<file path="src/rtl/psrc_pkg.sv">
// constants for the peripheral soft reset controller
package psrc_pkg;
  localparam int          PSRC_DW            = 32;
  localparam int          PSRC_AW            = 12;
  localparam logic [31:0] PSRC_BASE_ADDR     = 32'h400FE000;
  localparam logic [11:0] PSRC_OFF_CTRL_A    = 12'h040;
  localparam logic [11:0] PSRC_OFF_CTRL_B    = 12'h044;
  localparam logic [31:0] PSRC_RESET_VAL     = 32'h00000000;
  // implemented bit positions
  localparam int PSRC_A_PWM   = 20;
  localparam int PSRC_A_HIB   = 6;
  localparam int PSRC_A_WDOG  = 3;
  localparam int PSRC_B_CMP0  = 24;
  localparam int PSRC_B_CNT0  = 16;
  localparam int PSRC_B_TWW1  = 14;
  localparam int PSRC_B_TWW0  = 12;
  localparam int PSRC_B_ENC0  = 8;
  localparam int PSRC_B_SSP0  = 4;
  localparam int PSRC_B_ASP0  = 0;
  // writable-bit maps; all other bits are reserved and read zero
  localparam logic [31:0] PSRC_IMPL_A        = 32'h00100048;
  localparam logic [31:0] PSRC_IMPL_B        = 32'h070F5337;
endpackage : psrc_pkg

</file>
<file path="src/rtl/psrc_ctrl_reg.sv">
// one masked soft reset control register
`timescale 1ns/100ps
module psrc_ctrl_reg
  import psrc_pkg::*;
#(
  parameter logic [31:0] IMPL_MASK = 32'h00000000
) (
  input  wire logic        clk_sys,
  input  wire logic        resetn,
  input  wire logic        wr_en,
  input  wire logic [31:0] wr_data,
  input  wire logic [31:0] cap_mask,
  output logic      [31:0] value_q
);
  logic [31:0] wmask;

  // only implemented, present bits can change
  assign wmask = IMPL_MASK & cap_mask;

  always_ff @(posedge clk_sys) begin
    if (!resetn) begin
      value_q <= PSRC_RESET_VAL;
    end else if (wr_en) begin
      value_q <= (value_q & ~wmask) | (wr_data & wmask);
    end
  end
endmodule // psrc_ctrl_reg

</file>
<file path="src/rtl/psrc_top.sv">
// apb-reached soft reset controller for on-chip peripherals
//
// The APB slave port was decided locally.
`timescale 1ns/100ps
// What this block does
// - first register writes masked by capability_mask_a
// - second register writes masked by capability_mask_b
// - first register bit 20 resets pwm
// - first register bit 6 resets hibernation
// - first register bit 3 resets watchdog
// - second register bits 26..24 reset comparators
// - 32-bit, reset zero, reserved bits read zero
// - registers at offsets 0x040 and 0x044
// - second register bits 19..16 reset counters
// - bits 14 and 12 reset two-wire units
// - bits 9 and 8 reset encoders
// - bits 5 and 4 reset sync serial
module psrc_top
  import psrc_pkg::*;
(
  input  wire logic        clk_sys,
  input  wire logic        resetn,
  input  wire logic        psel,
  input  wire logic        penable,
  input  wire logic        pwrite,
  input  wire logic [11:0] paddr,
  input  wire logic [31:0] pwdata,
  input  wire logic [3:0]  pstrb,
  output logic      [31:0] prdata,
  output logic             pready,
  output logic             pslverr,
  input  wire logic [31:0] capability_mask_a,
  input  wire logic [31:0] capability_mask_b,
  output logic             pwm_reset,
  output logic             hibernation_reset_bit,
  output logic             watchdog_reset_bit,
  output logic [2:0]       comparator_reset,
  output logic [3:0]       gp_counter_reset,
  output logic [1:0]       two_wire_reset,
  output logic [1:0]       encoder_reset,
  output logic [1:0]       sync_serial_reset,
  output logic [2:0]       async_serial_reset
);
  typedef enum logic [1:0] {PSRC_SEL_A, PSRC_SEL_B, PSRC_SEL_NONE} psrc_sel_t;

  function automatic psrc_sel_t psrc_decode(input logic [11:0] a);
    if (a == PSRC_OFF_CTRL_A) begin
      return PSRC_SEL_A;
    end else if (a == PSRC_OFF_CTRL_B) begin
      return PSRC_SEL_B;
    end
    return PSRC_SEL_NONE;
  endfunction

  logic [31:0] ctrl_a_q;
  logic [31:0] ctrl_b_q;
  logic [31:0] wdata;
  logic        acc;
  psrc_sel_t   sel;

  assign acc     = psel && penable;
  assign sel     = psrc_decode(paddr);
  assign pready  = 1'b1;
  assign pslverr = acc && (sel == PSRC_SEL_NONE);

  // byte lanes not strobed keep their old content
  function automatic logic [31:0] psrc_merge(input logic [31:0] old,
                                             input logic [31:0] nw,
                                             input logic [3:0]  st);
    logic [31:0] r;
    r = old;
    for (int i = 0; i < 4; i++) begin
      if (st[i]) begin
        r[i*8 +: 8] = nw[i*8 +: 8];
      end
    end
    return r;
  endfunction

  logic [31:0] wdata_a;
  logic [31:0] wdata_b;
  assign wdata   = pwdata;
  assign wdata_a = psrc_merge(ctrl_a_q, wdata, pstrb);
  assign wdata_b = psrc_merge(ctrl_b_q, wdata, pstrb);

  psrc_ctrl_reg #(.IMPL_MASK(PSRC_IMPL_A)) u_ctrl_a (
    .clk_sys  (clk_sys),
    .resetn   (resetn),
    .wr_en    (acc && pwrite && sel == PSRC_SEL_A),
    .wr_data  (wdata_a),
    .cap_mask (capability_mask_a),
    .value_q  (ctrl_a_q)
  );

  psrc_ctrl_reg #(.IMPL_MASK(PSRC_IMPL_B)) u_ctrl_b (
    .clk_sys  (clk_sys),
    .resetn   (resetn),
    .wr_en    (acc && pwrite && sel == PSRC_SEL_B),
    .wr_data  (wdata_b),
    .cap_mask (capability_mask_b),
    .value_q  (ctrl_b_q)
  );

  // read data registered at setup, stable in access
  always_ff @(posedge clk_sys) begin
    if (!resetn) begin
      prdata <= PSRC_RESET_VAL;
    end else if (psel && !penable && !pwrite) begin
      case (sel)
        PSRC_SEL_A: prdata <= ctrl_a_q;
        PSRC_SEL_B: prdata <= ctrl_b_q;
        default:    prdata <= PSRC_RESET_VAL;
      endcase
    end
  end

  // peripheral reset levels follow the register bits
  assign pwm_reset             = ctrl_a_q[PSRC_A_PWM];
  assign hibernation_reset_bit = ctrl_a_q[PSRC_A_HIB];
  assign watchdog_reset_bit    = ctrl_a_q[PSRC_A_WDOG];
  assign comparator_reset      = ctrl_b_q[PSRC_B_CMP0 +: 3];
  assign gp_counter_reset      = ctrl_b_q[PSRC_B_CNT0 +: 4];
  assign two_wire_reset        = {ctrl_b_q[PSRC_B_TWW1],
                                  ctrl_b_q[PSRC_B_TWW0]};
  assign encoder_reset         = ctrl_b_q[PSRC_B_ENC0 +: 2];
  assign sync_serial_reset     = ctrl_b_q[PSRC_B_SSP0 +: 2];
  assign async_serial_reset    = ctrl_b_q[PSRC_B_ASP0 +: 3];

  logic [31:0] last_cap_a_q;
  logic        wr_a_q;
  logic [31:0] a_before_q;
  always_ff @(posedge clk_sys) begin
    if (!resetn) begin
      wr_a_q       <= 1'b0;
      last_cap_a_q <= PSRC_RESET_VAL;
      a_before_q   <= PSRC_RESET_VAL;
    end else begin
      wr_a_q       <= acc && pwrite && sel == PSRC_SEL_A;
      last_cap_a_q <= capability_mask_a;
      a_before_q   <= ctrl_a_q;
    end
  end

  mask_a_a: assert property (@(posedge clk_sys) disable iff (!resetn)
    wr_a_q |-> ((ctrl_a_q ^ a_before_q) & ~last_cap_a_q) == 32'h00000000)
    else $error("masked bit of first register changed");

  mask_b_a: assert property (@(posedge clk_sys) disable iff (!resetn)
    (acc && pwrite && sel == PSRC_SEL_B) |=>
      ((ctrl_b_q ^ $past(ctrl_b_q)) & ~$past(capability_mask_b)) == 0)
    else $error("masked bit of second register changed");

  resv_zero_a: assert property (@(posedge clk_sys) disable iff (!resetn)
    ((ctrl_a_q & ~PSRC_IMPL_A) == 0) && ((ctrl_b_q & ~PSRC_IMPL_B) == 0))
    else $error("reserved bit set");

  reset_clear_a: assert property (@(posedge clk_sys)
    !resetn |=> (ctrl_a_q == 0 && ctrl_b_q == 0))
    else $error("registers not cleared by reset");

  pwm_write_a: assert property (@(posedge clk_sys) disable iff (!resetn)
    (acc && pwrite && sel == PSRC_SEL_A && pstrb[2] &&
     capability_mask_a[PSRC_A_PWM]) |=> pwm_reset == $past(pwdata[PSRC_A_PWM]))
    else $error("pwm reset bit not written");

  wdog_write_a: assert property (@(posedge clk_sys) disable iff (!resetn)
    (acc && pwrite && sel == PSRC_SEL_A && pstrb[0] &&
     capability_mask_a[PSRC_A_WDOG]) |=>
      watchdog_reset_bit == $past(pwdata[PSRC_A_WDOG]))
    else $error("watchdog reset bit not written");

  cmp_write_a: assert property (@(posedge clk_sys) disable iff (!resetn)
    (acc && pwrite && sel == PSRC_SEL_B && pstrb[3] &&
     (&capability_mask_b[26:24])) |=> comparator_reset == $past(pwdata[26:24]))
    else $error("comparator reset bits not written");

  read_back_a: assert property (@(posedge clk_sys) disable iff (!resetn)
    (acc && !pwrite && sel == PSRC_SEL_B) |-> prdata == ctrl_b_q)
    else $error("second register read mismatch");

  hold_a: assert property (@(posedge clk_sys) disable iff (!resetn)
    !(acc && pwrite) |=> $stable(ctrl_a_q) && $stable(ctrl_b_q))
    else $error("register changed without a write");
endmodule // psrc_top

</file>
<file path="config.mk">
export PLATFORM = sky130hd
export DESIGN_NAME = psrc_top
export DESIGN_NICKNAME = d
export VERILOG_FILES = /design/src/rtl/psrc_pkg.sv /design/src/rtl/psrc_ctrl_reg.sv /design/src/rtl/psrc_top.sv
export SDC_FILE = /design/constraint.sdc
export NUM_CORES = 1
export LEC_CHECK = 0
export BUFFER_PORTS_ARGS = -buffer_cell sky130_fd_sc_hd__clkbuf_2
export CORE_ASPECT_RATIO = 0.5
export CORE_MARGIN = 2
export CORE_UTILIZATION = 35
export DETAILED_ROUTE_END_ITERATION = 12
export PLACE_DENSITY_LB_ADDON = 0.05
export SLEW_MARGIN = 20
export SYNTH_ARGS = -nofsm -noshare
export SYNTH_HDL_FRONTEND = slang
export SYNTH_SLANG_ARGS = --single-unit
</file>
<file path="constraint.sdc">
create_clock -name clk_sys -period 2.2 [get_ports clk_sys]
set_input_delay 0.11 -clock clk_sys [delete_from_list [all_inputs] [get_ports clk_sys]]
set_output_delay 0.11 -clock clk_sys [all_outputs]
set_load 0.005 [all_outputs]
</file>
# Word level (Yosys, flattened, before mapping)
# Index checks and enable logic that the tools add are counted.
dict set report word_totals {
  regBits 96
  in_bits 117
  output_inout_bits 53
  elab_cells 39
}
dict set report op_classes {
  n_eq_ne 4
  mux 14
  bitwise 8
  reduce_logical 10
}
# operator count
set ops {}
lappend ops {{32-bit AND} 2}
lappend ops {{8-bit two-way mux} 8}
lappend ops {{32-bit bitwise OR} 2}
lappend ops {{32-bit one-hot mux with 2 select lines} 1}
lappend ops {{32-bit by 21-bit AND with 32-bit output} 1}
lappend ops {{32-bit by 27-bit AND with 32-bit output} 1}
lappend ops {{21-bit NOT with 32-bit output} 1}
lappend ops {{27-bit NOT with 32-bit output} 1}
lappend ops {{12-bit by 7-bit equality test with 1-bit output (second input constant)} 2}
lappend ops {{1-bit logical AND} 7}
lappend ops {{2-bit two-way mux} 3}
lappend ops {{2-bit by 1-bit equality test with 1-bit output (second input constant)} 1}
lappend ops {{2-bit equality test (second input constant)} 1}
lappend ops {{1-bit logical NOT} 2}
lappend ops {{2-bit logical NOT} 1}
lappend ops {{1-bit two-way mux} 2}

# Depth between registers and ports, before layout
# Gate-level depths: netlist of the first run.
dict set report depth {
  ltp_word 6
  ltp_mapped 6
}

# Hierarchy
# From an unflattened synthesis of the first run, not the netlist that was laid out.
dict set report hier_totals {
  hier_cells 510
  area_unflattened_um2 3701.0
}
# module instances cells_each area_each_um2
set modules_own_cells {}
lappend modules_own_cells {psrc_top 1 363 2481.1}
lappend modules_own_cells {{psrc_ctrl_reg at u_ctrl_b} 1 102 874.6}
lappend modules_own_cells {{psrc_ctrl_reg at u_ctrl_a} 1 45 345.3}

# Worst setup path before layout of the first run
# OpenSTA, ideal clock, no wires.
dict set report synth_timing {
  path_type {input to register}
  start {input paddr[5]}
  end {register with a tool-made name}
  setup_ps 119
  t_arrival_ps 1507
  setup_slack_ps 574
  path_stages 5
  path_cell_list {or4b_4 -> or4_4 -> buf_6 -> o21ai_1 -> a21boi_1}
}
# item line
set synth_lines {}
lappend synth_lines {{start, declared} psrc_top.sv:26} ;# input wire logic [11:0] paddr,

==> results_tabular.tex, run 1 <==
\begin{tabular}{lr}
\hline
Metric & Value \\
\hline
\multicolumn{2}{l}{\textbf{Global routing}} \\
Pin count of the biggest net entering global routing & 19 \\
First-pass GRT wire length & $\sim$7.2 mm \\
Initial antenna violation count & 0 \\
GR Overflow Total & 0 \\
Number of global-route vias before repair & 1552 \\
Global-route usage over all layers & 17.8\% \\
\multicolumn{2}{l}{\textbf{Power}} \\
Power per cell area & between 500 and 600 nW/um\^{}2 \\
Switching Power & slightly below 0.0003 W \\
Portion of total power attributed to sequential cells & 54.1\% \\
Part of the total power dissipated in the clock network & about 37\% \\
Cell-internal power & around 0.00098 W \\
Combinational power share & 8.8\% \\
Switching part of the total power & 22.9\% \\
Worst ir drop on vdd & about 0.00023 V \\
Static Leakage & 1.11 nW \\
Total Power Consumption & about 0.0013 W \\
\multicolumn{2}{l}{\textbf{Critical path}} \\
Ordered list of cells on the worst path & clkbuf\_2 -> or4b\_4 -> or4\_4 -> o21ai\_0 -> a21boi\_0 \\
Worst path slowest cell & or4\_4 \\
CP Launch Type & input pin \\
Number of cells traversed by the worst register-to-register path & 2 \\
Worst path max stage delay & between 600 and 700 ps \\
Worst setup slack for register-to-register paths & roughly 1600 ps \\
Endpoint arrival time on the critical path & 1680 ps \\
CP Class & in2reg \\
Capturing element type of the critical path & flop \\
Max FO, Critical Path & 11 \\
WP data required & roughly 2400 ps \\
\multicolumn{2}{l}{\textbf{Clock tree}} \\
H-tree levels & 2 \\
Hold-fix buffer count after cts & 0 \\
Clock tree from TritonCTS & yes \\
Resized cells post-CTS & 0 \\
Clock-pin slew of the registers on the worst-case setup and hold paths & around 70 ps \\
Clock network latency to the later pin of the worst-skew pair & roughly 280 ps \\
Clock Path Buffers & 2 \\
Clk root buf & clkbuf\_8 \\
Number of buffers inserted during clock tree synthesis & 5 \\
Number of sinks on the clock net & 38 \\
Buffer count from post-CTS setup fixing & 0 \\
\multicolumn{2}{l}{\textbf{Synth}} \\
Cell types with the highest counts after synthesis & dfxtp\_1, nand2\_1, nand4\_1 \\
Most numerous cell in the Yosys netlist & dfxtp\_1 \\
Number of flops mapped to enable cells by yosys & 0 \\
Post-synthesis cell count & approximately 180 \\
Number of register bits inferred by synthesis & 38 \\
Cell accounting for the most synthesized area & dfxtp\_1 \\
Proportion of register bits with asynchronous set or reset after synthesis & 0\% \\
Sequential share of the synthesized area & a little under half \\
Top post-synthesis cells by area & dfxtp\_1, a22o\_1, nand4\_1, buf\_4, nand2\_1 \\
Count of distinct cell types in the synthesized netlist & 27 \\
Post-synth top area share & between 40\% and 50\% \\
Summed instance area of the synthesized netlist & 1670 sq um \\
Synthesis Warnings & 0 \\
Synthesized area per cell & around 9.4 sq um \\
Synth Flop Type & dfxtp\_1 \\
\multicolumn{2}{l}{\textbf{Placement}} \\
Count of input and output buffers & just under 100 \\
Weighted congestion reported at the end of routability-driven placement & 0.720 \\
Dpl hpwl & 3.50 mm \\
\multicolumn{2}{l}{\textbf{STA}} \\
Final Hold Fails & 0 \\
Post-route minimum period & 1510 ps \\
Setup clock skew after layout & $\sim$4.6 ps \\
Setup repair after global routing missed its margin & false \\
Timing-limited maximum frequency & around 0.66 GHz \\
Final worst-path cycle share & slightly below 70\% \\
Accumulated negative setup slack & 0 ps \\
Final count of pins violating max slew & 0 \\
Setup violators final & 0 \\
\multicolumn{2}{l}{\textbf{Floorplan}} \\
Boundary Pins & 170 \\
Starting utilization of the core area & 37.2\% \\
Core Region & 4490 sq um \\
Number of cell rows & 17 \\
Die W & between 100 and 150 um \\
Height of the die & around 53 um \\
Area enclosed by the die boundary & $\sim$5400 sq um \\
\multicolumn{2}{l}{\textbf{Status}} \\
Run status & complete, no violations \\
\multicolumn{2}{l}{\textbf{Routing}} \\
Detail-routed net length per standard cell & around 13 um \\
Detailed-route vias per instance & between 4 and 5 \\
Total wire length & 4.55 mm \\
Total via count in the routed design & approximately 1600 \\
Detailed Routing Iterations Pass 1 & 4 \\
Residual antenna-violating net count after detailed routing & 0 \\
Total DRC errors in the routed layout & 0 \\
Starting DRC count in detailed routing & 54 \\
\multicolumn{2}{l}{\textbf{Min path}} \\
Worst hold path startpoint & pwdata[5] \\
Number of cells traversed by the worst hold path & 3 \\
Path class of the lowest-slack min-delay path & in2reg \\
\multicolumn{2}{l}{\textbf{Layout}} \\
Net count of the finished layout & between 300 and 400 \\
Antenna diode count & 0 \\
Area growth, synth to finish & 35.1\% \\
Fraction of layout cells with a size suffix above 1 & 42.3\% \\
Fill cell instance count of the final layout & roughly 450 \\
\multicolumn{2}{l}{\textbf{Run}} \\
Max-cap violations & 0 \\
\hline
\end{tabular}
-- layout make-up --
| cell class | instances | area (sq um) | area share, % |
|---|---|---|---|
| Timing Repair Buffer | 102 | 523 | 23.2 |
| Multi-Input combinational cell | 128 | 806 | 35.7 |
| Sequential cell | 38 | 761 | 33.7 |
| Clock buffer | 6 | 82.6 | 3.66 |
| Tap cell | 66 | 82.6 | 3.66 |
-- per-stage QoR --
stage	instances	instance area (sq um)	utilization (%)	setup slack (ps)	hold WS [ps]
after floorplan	190	1710	-	574	249
after CTS	340	2250	50.2	684	42.4
final	340	2250	50.2	693	48.4
after global placement	334	2170	48.4	396	339
after detailed placement	334	2170	48.4	379	342
after global routing	340	2250	50.2	572	45.4
-- cells by family after synthesis --
group | count (synthesis) | share of synthesized area [%]
and+or+nand+nor | 63 | 20.3
DFF | 38 | 45.6
buffers and inverters | 24 | 9.44
other | 2 | 0.450
AOI/OAI and AO/OA | 43 | 19.4
muxes | 8 | 4.80
-- critical path, delay by kind of cell --
kind	cells	cell delay, ps
simple gates	2	1200
compound gates	2	280
buf+inv	1	90
-- cells in the final DEF (no fill, tap or decap) --
cell type and count:
o21ai_0 1, nand3_1 1, nor2_1 3, nand2_1 28, o21ai_2 2, clkbuf_8 6
a21boi_1 10, a21oi_1 1, nor4_2 1, a21boi_2 1, and2_0 1, and3_1 3
buf_4 5, nor3_2 1, nand4_1 20, conb_1 14, clkbuf_2 97, dfxtp_1 38
or4_4 2, o21ai_1 8, or4b_4 1, or3_1 1, mux2i_1 8, nor4b_1 1
a22o_1 19, a21boi_0 1
-- metal layers --
layer  up-vias  global-route usage, %  wire length, um
met3         4                   5.47              314
li1        817                      -                -
met2        61                   30.8             2090
met5         -                      0                0
met4         0                   4.73               39
met1       742                   21.8             2110
-- power groups by stage --
stage               Combinational, W  Sequential, W  Clock [W]
finish                      0.000111       0.000687   0.000472
global route                0.000125       0.000687   0.000519
CTS                         0.000112       0.000687   0.000483
detailed placement          0.000112       0.000703          0
global placement            0.000110       0.000703          0
floorplan                  0.0000581       0.000703          0
-- worst max-delay path by stage --
stage / from / endpoint / slack (ps) / cells after the start
2_1_floorplan: paddr[5] / flop / 570 / 5
3_3_place_gp: paddr[5] / flop / 400 / 5
3_5_place_dp: paddr[5] / flop / 380 / 5
4_1_cts: paddr[5] / flop / 680 / 5
5_1_grt: paddr[5] / flop / 570 / 5
6_report: paddr[5] / flop / 690 / 5
Note: power is estimated with default switching activity, not from simulation.
==> run 2, diff against run 1 <==
--- a/config.mk
+++ b/config.mk
@@ -8,7 +8,7 @@
 export BUFFER_PORTS_ARGS = -buffer_cell sky130_fd_sc_hd__clkbuf_2
 export CORE_ASPECT_RATIO = 0.5
 export CORE_MARGIN = 2
-export CORE_UTILIZATION = 35
+export CORE_UTILIZATION = 32
 export DETAILED_ROUTE_END_ITERATION = 12
 export PLACE_DENSITY_LB_ADDON = 0.05
 export SLEW_MARGIN = 20
==> constraint.sdc (replaced) <==
create_clock -name clk_sys -period 1.3 [get_ports clk_sys]
set_input_delay 0.065 -clock clk_sys [delete_from_list [all_inputs] [get_ports clk_sys]]
set_output_delay 0.065 -clock clk_sys [all_outputs]
set_load 0.005 [all_outputs]
==> run 2 against run 1 <==
The flow now finishes with violations (setup timing). Clock-buffer cell count down 1. Sequential share of layout area down 4.0 points. Register-to-register slack worse by 910 ps. Final cell count up 7.9%. Clock skew about the same. Global-route usage down 0.74 points. Largest cell class unchanged. Largest power group is now the clock network. Highest routed layer unchanged.
==> results_tabular.tex, run 2 (synthesis gave the netlist of run 1 again) <==
\begin{tabular}{lr}
\hline
Metric & Value \\
\hline
\multicolumn{2}{l}{\textbf{Layout}} \\
Fraction of layout cells with a size suffix above 1 & 46.1\% (+3.8 points) \\
Area of all placed cells without fillers & 2560 sq um (+13\%) \\
Most common cell after layout, fill and taps aside & clkbuf\_2 \\
Highest-count cells in the layout ignoring fill and taps & clkbuf\_2, dfxtp\_1, nand2\_1 \\
Area growth, synth to finish & 53.3\% \\
Antenna diode count & 0 (unchanged) \\
Net count of the finished layout & 413 (+5.4\%) \\
\multicolumn{2}{l}{\textbf{Clock tree}} \\
Clock-pin slew of the registers on the worst-case setup and hold paths & 90 ps (+20 ps) \\
Clock tree from TritonCTS & yes \\
Clock network latency to the later pin of the worst-skew pair & 290 ps (about the same) \\
Number of sinks on the clock net & 38 (unchanged) \\
Clock Path Buffers & 2 (unchanged) \\
H-tree levels & 2 (unchanged) \\
Number of buffers inserted during clock tree synthesis & 5 (unchanged) \\
Clk root buf & clkbuf\_8 \\
\multicolumn{2}{l}{\textbf{Global routing}} \\
Number of global-route vias before repair & 1498 (-3.5\%) \\
Global-route usage over all layers & 17.1\% (-0.74 points) \\
Initial antenna violation count & 0 (unchanged) \\
First-pass GRT wire length & 7.54 mm (+4.2\%) \\
GR Overflow Total & 0 (unchanged) \\
Pin count of the biggest net entering global routing & 20 (+1) \\
\multicolumn{2}{l}{\textbf{Min path}} \\
Path class of the lowest-slack min-delay path & in2reg \\
Number of cells traversed by the worst hold path & 3 (unchanged) \\
Worst hold path startpoint & pwdata[12] \\
\multicolumn{2}{l}{\textbf{Run}} \\
Max-cap violations & 0 (unchanged) \\
\multicolumn{2}{l}{\textbf{Placement}} \\
Count of input and output buffers & 97 (unchanged) \\
Post-place instance area & 2240 sq um (+3.3\%) \\
Weighted congestion reported at the end of routability-driven placement & 0.719 (-0.13\%) \\
Dpl hpwl & 3.64 mm (+4.1\%) \\
\multicolumn{2}{l}{\textbf{Critical path}} \\
Worst path slowest cell & or4\_4 \\
Number of cells traversed by the worst register-to-register path & 2 (unchanged) \\
Kind of cell adding the most delay to the critical path & simple AND/OR/NAND/NOR gates \\
CP Class & in2reg \\
Number of buffers and inverters on the critical path & 1 (unchanged) \\
CP Launch Type & input pin \\
Worst path max stage delay & 620 ps (-30 ps) \\
Max FO, Critical Path & 6 (-5) \\
Worst setup slack for register-to-register paths & 640 ps (-910 ps) \\
Ordered list of cells on the worst path & clkbuf\_2 -> or4\_4 -> or4\_4 -> o21ai\_1 -> a21boi\_1 \\
WP data required & 1490 ps (-880 ps) \\
Cell repeated most along the worst path & or4\_4 \\
Endpoint arrival time on the critical path & 1560 ps (-120 ps) \\
Capturing element type of the critical path & flop \\
\multicolumn{2}{l}{\textbf{Routing}} \\
Detailed-route vias per instance & 4.75 (-0.51\%) \\
Detail-routed net length per standard cell & 14.0 um (+4.6\%) \\
Detailed Routing Iterations Pass 1 & 5 (+1) \\
Total wire length & 5.14 mm (+13\%) \\
Starting DRC count in detailed routing & 47 (-13\%) \\
Residual antenna-violating net count after detailed routing & 0 (unchanged) \\
Total DRC errors in the routed layout & 0 (unchanged) \\
Total via count in the routed design & 1744 (+7.4\%) \\
\multicolumn{2}{l}{\textbf{STA}} \\
WHS & 11.8 ps (-36.6 ps) \\
Final count of pins violating max slew & 0 (unchanged) \\
Post-route minimum period & 1380 ps \\
Worst Setup Slack, final & -77.7 ps (-771 ps) \\
Rel. slew slack & slightly above 30\% \\
Setup repair after global routing missed its margin & true \\
Final Hold Fails & 0 (unchanged) \\
Pin slew with the least headroom to its limit & 1030 ps \\
Setup clock skew after layout & 4.34 ps (-0.229 ps) \\
Timing-limited maximum frequency & 0.726 GHz \\
Setup violators final & 11 (+11) \\
Final worst-path cycle share & 106\% \\
\multicolumn{2}{l}{\textbf{Floorplan}} \\
Core Region & 4980 sq um (+11\%) \\
Area enclosed by the die boundary & 5840 sq um (+8.8\%) \\
Number of cell rows & 18 (+1) \\
Die W & 106 um (+4.4\%) \\
Boundary Pins & 170 (unchanged) \\
Height of the die & 55.1 um (+4.2\%) \\
Starting utilization of the core area & 33.5\% (-3.7 points) \\
\multicolumn{2}{l}{\textbf{Status}} \\
Violated checks & setup timing \\
Run status & complete, but fails checks \\
\multicolumn{2}{l}{\textbf{Power}} \\
Static Leakage & 1.25 nW (+13\%) \\
Power per cell area & 1030 nW/um\^{}2 (+83\%) \\
Worst ir drop on vdd & 0.000579 V (+160\%) \\
Total Power Consumption & 0.00263 W (+110\%) \\
\hline
\end{tabular}
run 2: how the worst max path moves through the flow:
stage                         start   end  slack, ps  cells after the start
after floorplan            paddr[5]  flop       -280                      5
after global placement     paddr[5]  flop       -420                      5
after detailed placement   paddr[5]  flop       -460                      5
after CTS                 paddr[10]  flop        -60                      5
after global routing       paddr[5]  flop       -100                      7
final                     paddr[10]  flop        -80                      5
run 2: cell type report:
| type | instances | area [sq um] |
|---|---|---|
| tap | 70 | 87.6 |
| clock buffer | 5 | 68.8 |
| clock inverter | 3 | 68.8 |
| fill | 500 | 2420 |
| multi-input combinational | 129 | 858 |
| timing repair buffer | 122 | 714 |
| sequential | 38 | 761 |
run 2: tightest hold or removal path: cells and delay by family:
family / cells / cell delay [ps]
simple gates: 1 / 60
buf+inv: 1 / 80
compound gates: 1 / 50
run 2: repair_timing:
item                                   CTS  global route
pin swaps                               13            16
buffers inserted                         1             2
endpoints found under the hold margin    8             0
cloned                                   2             0
resized for setup                        9            10
hold buffers                             8             0
setup endpoints to repair               12            17
run 2: per-stage QoR:
stage	std cells	worst slack (ps)	TNS (ps)	util [%]
after floorplan	190	-281	-4030	-
after global placement	347	-424	-10110	45.1
after detailed placement	347	-457	-10490	45.1
after CTS	365	-61.5	-555	50.3
after global routing	367	-100	-773	51.4
final	367	-77.7	-639	51.4
run 2: report_power, final:
part | total (W) | switching, W | internal [W] | leakage (nW)
clock | 0.00123 | 0.000465 | 0.000770 | 0.0683
sequential | 0.00116 | 0.00000000389 | 0.00116 | 0.306
combinational | 0.000236 | 0.000118 | 0.000118 | 0.874
run 2: metal layers:
metal,share of wire [%],track usage (%),wire [um]
met5,0,0,0
met4,0.45,1.97,23
met3,7.0,5.27,361
met2,45,29.7,2300
met1,48,22.1,2460
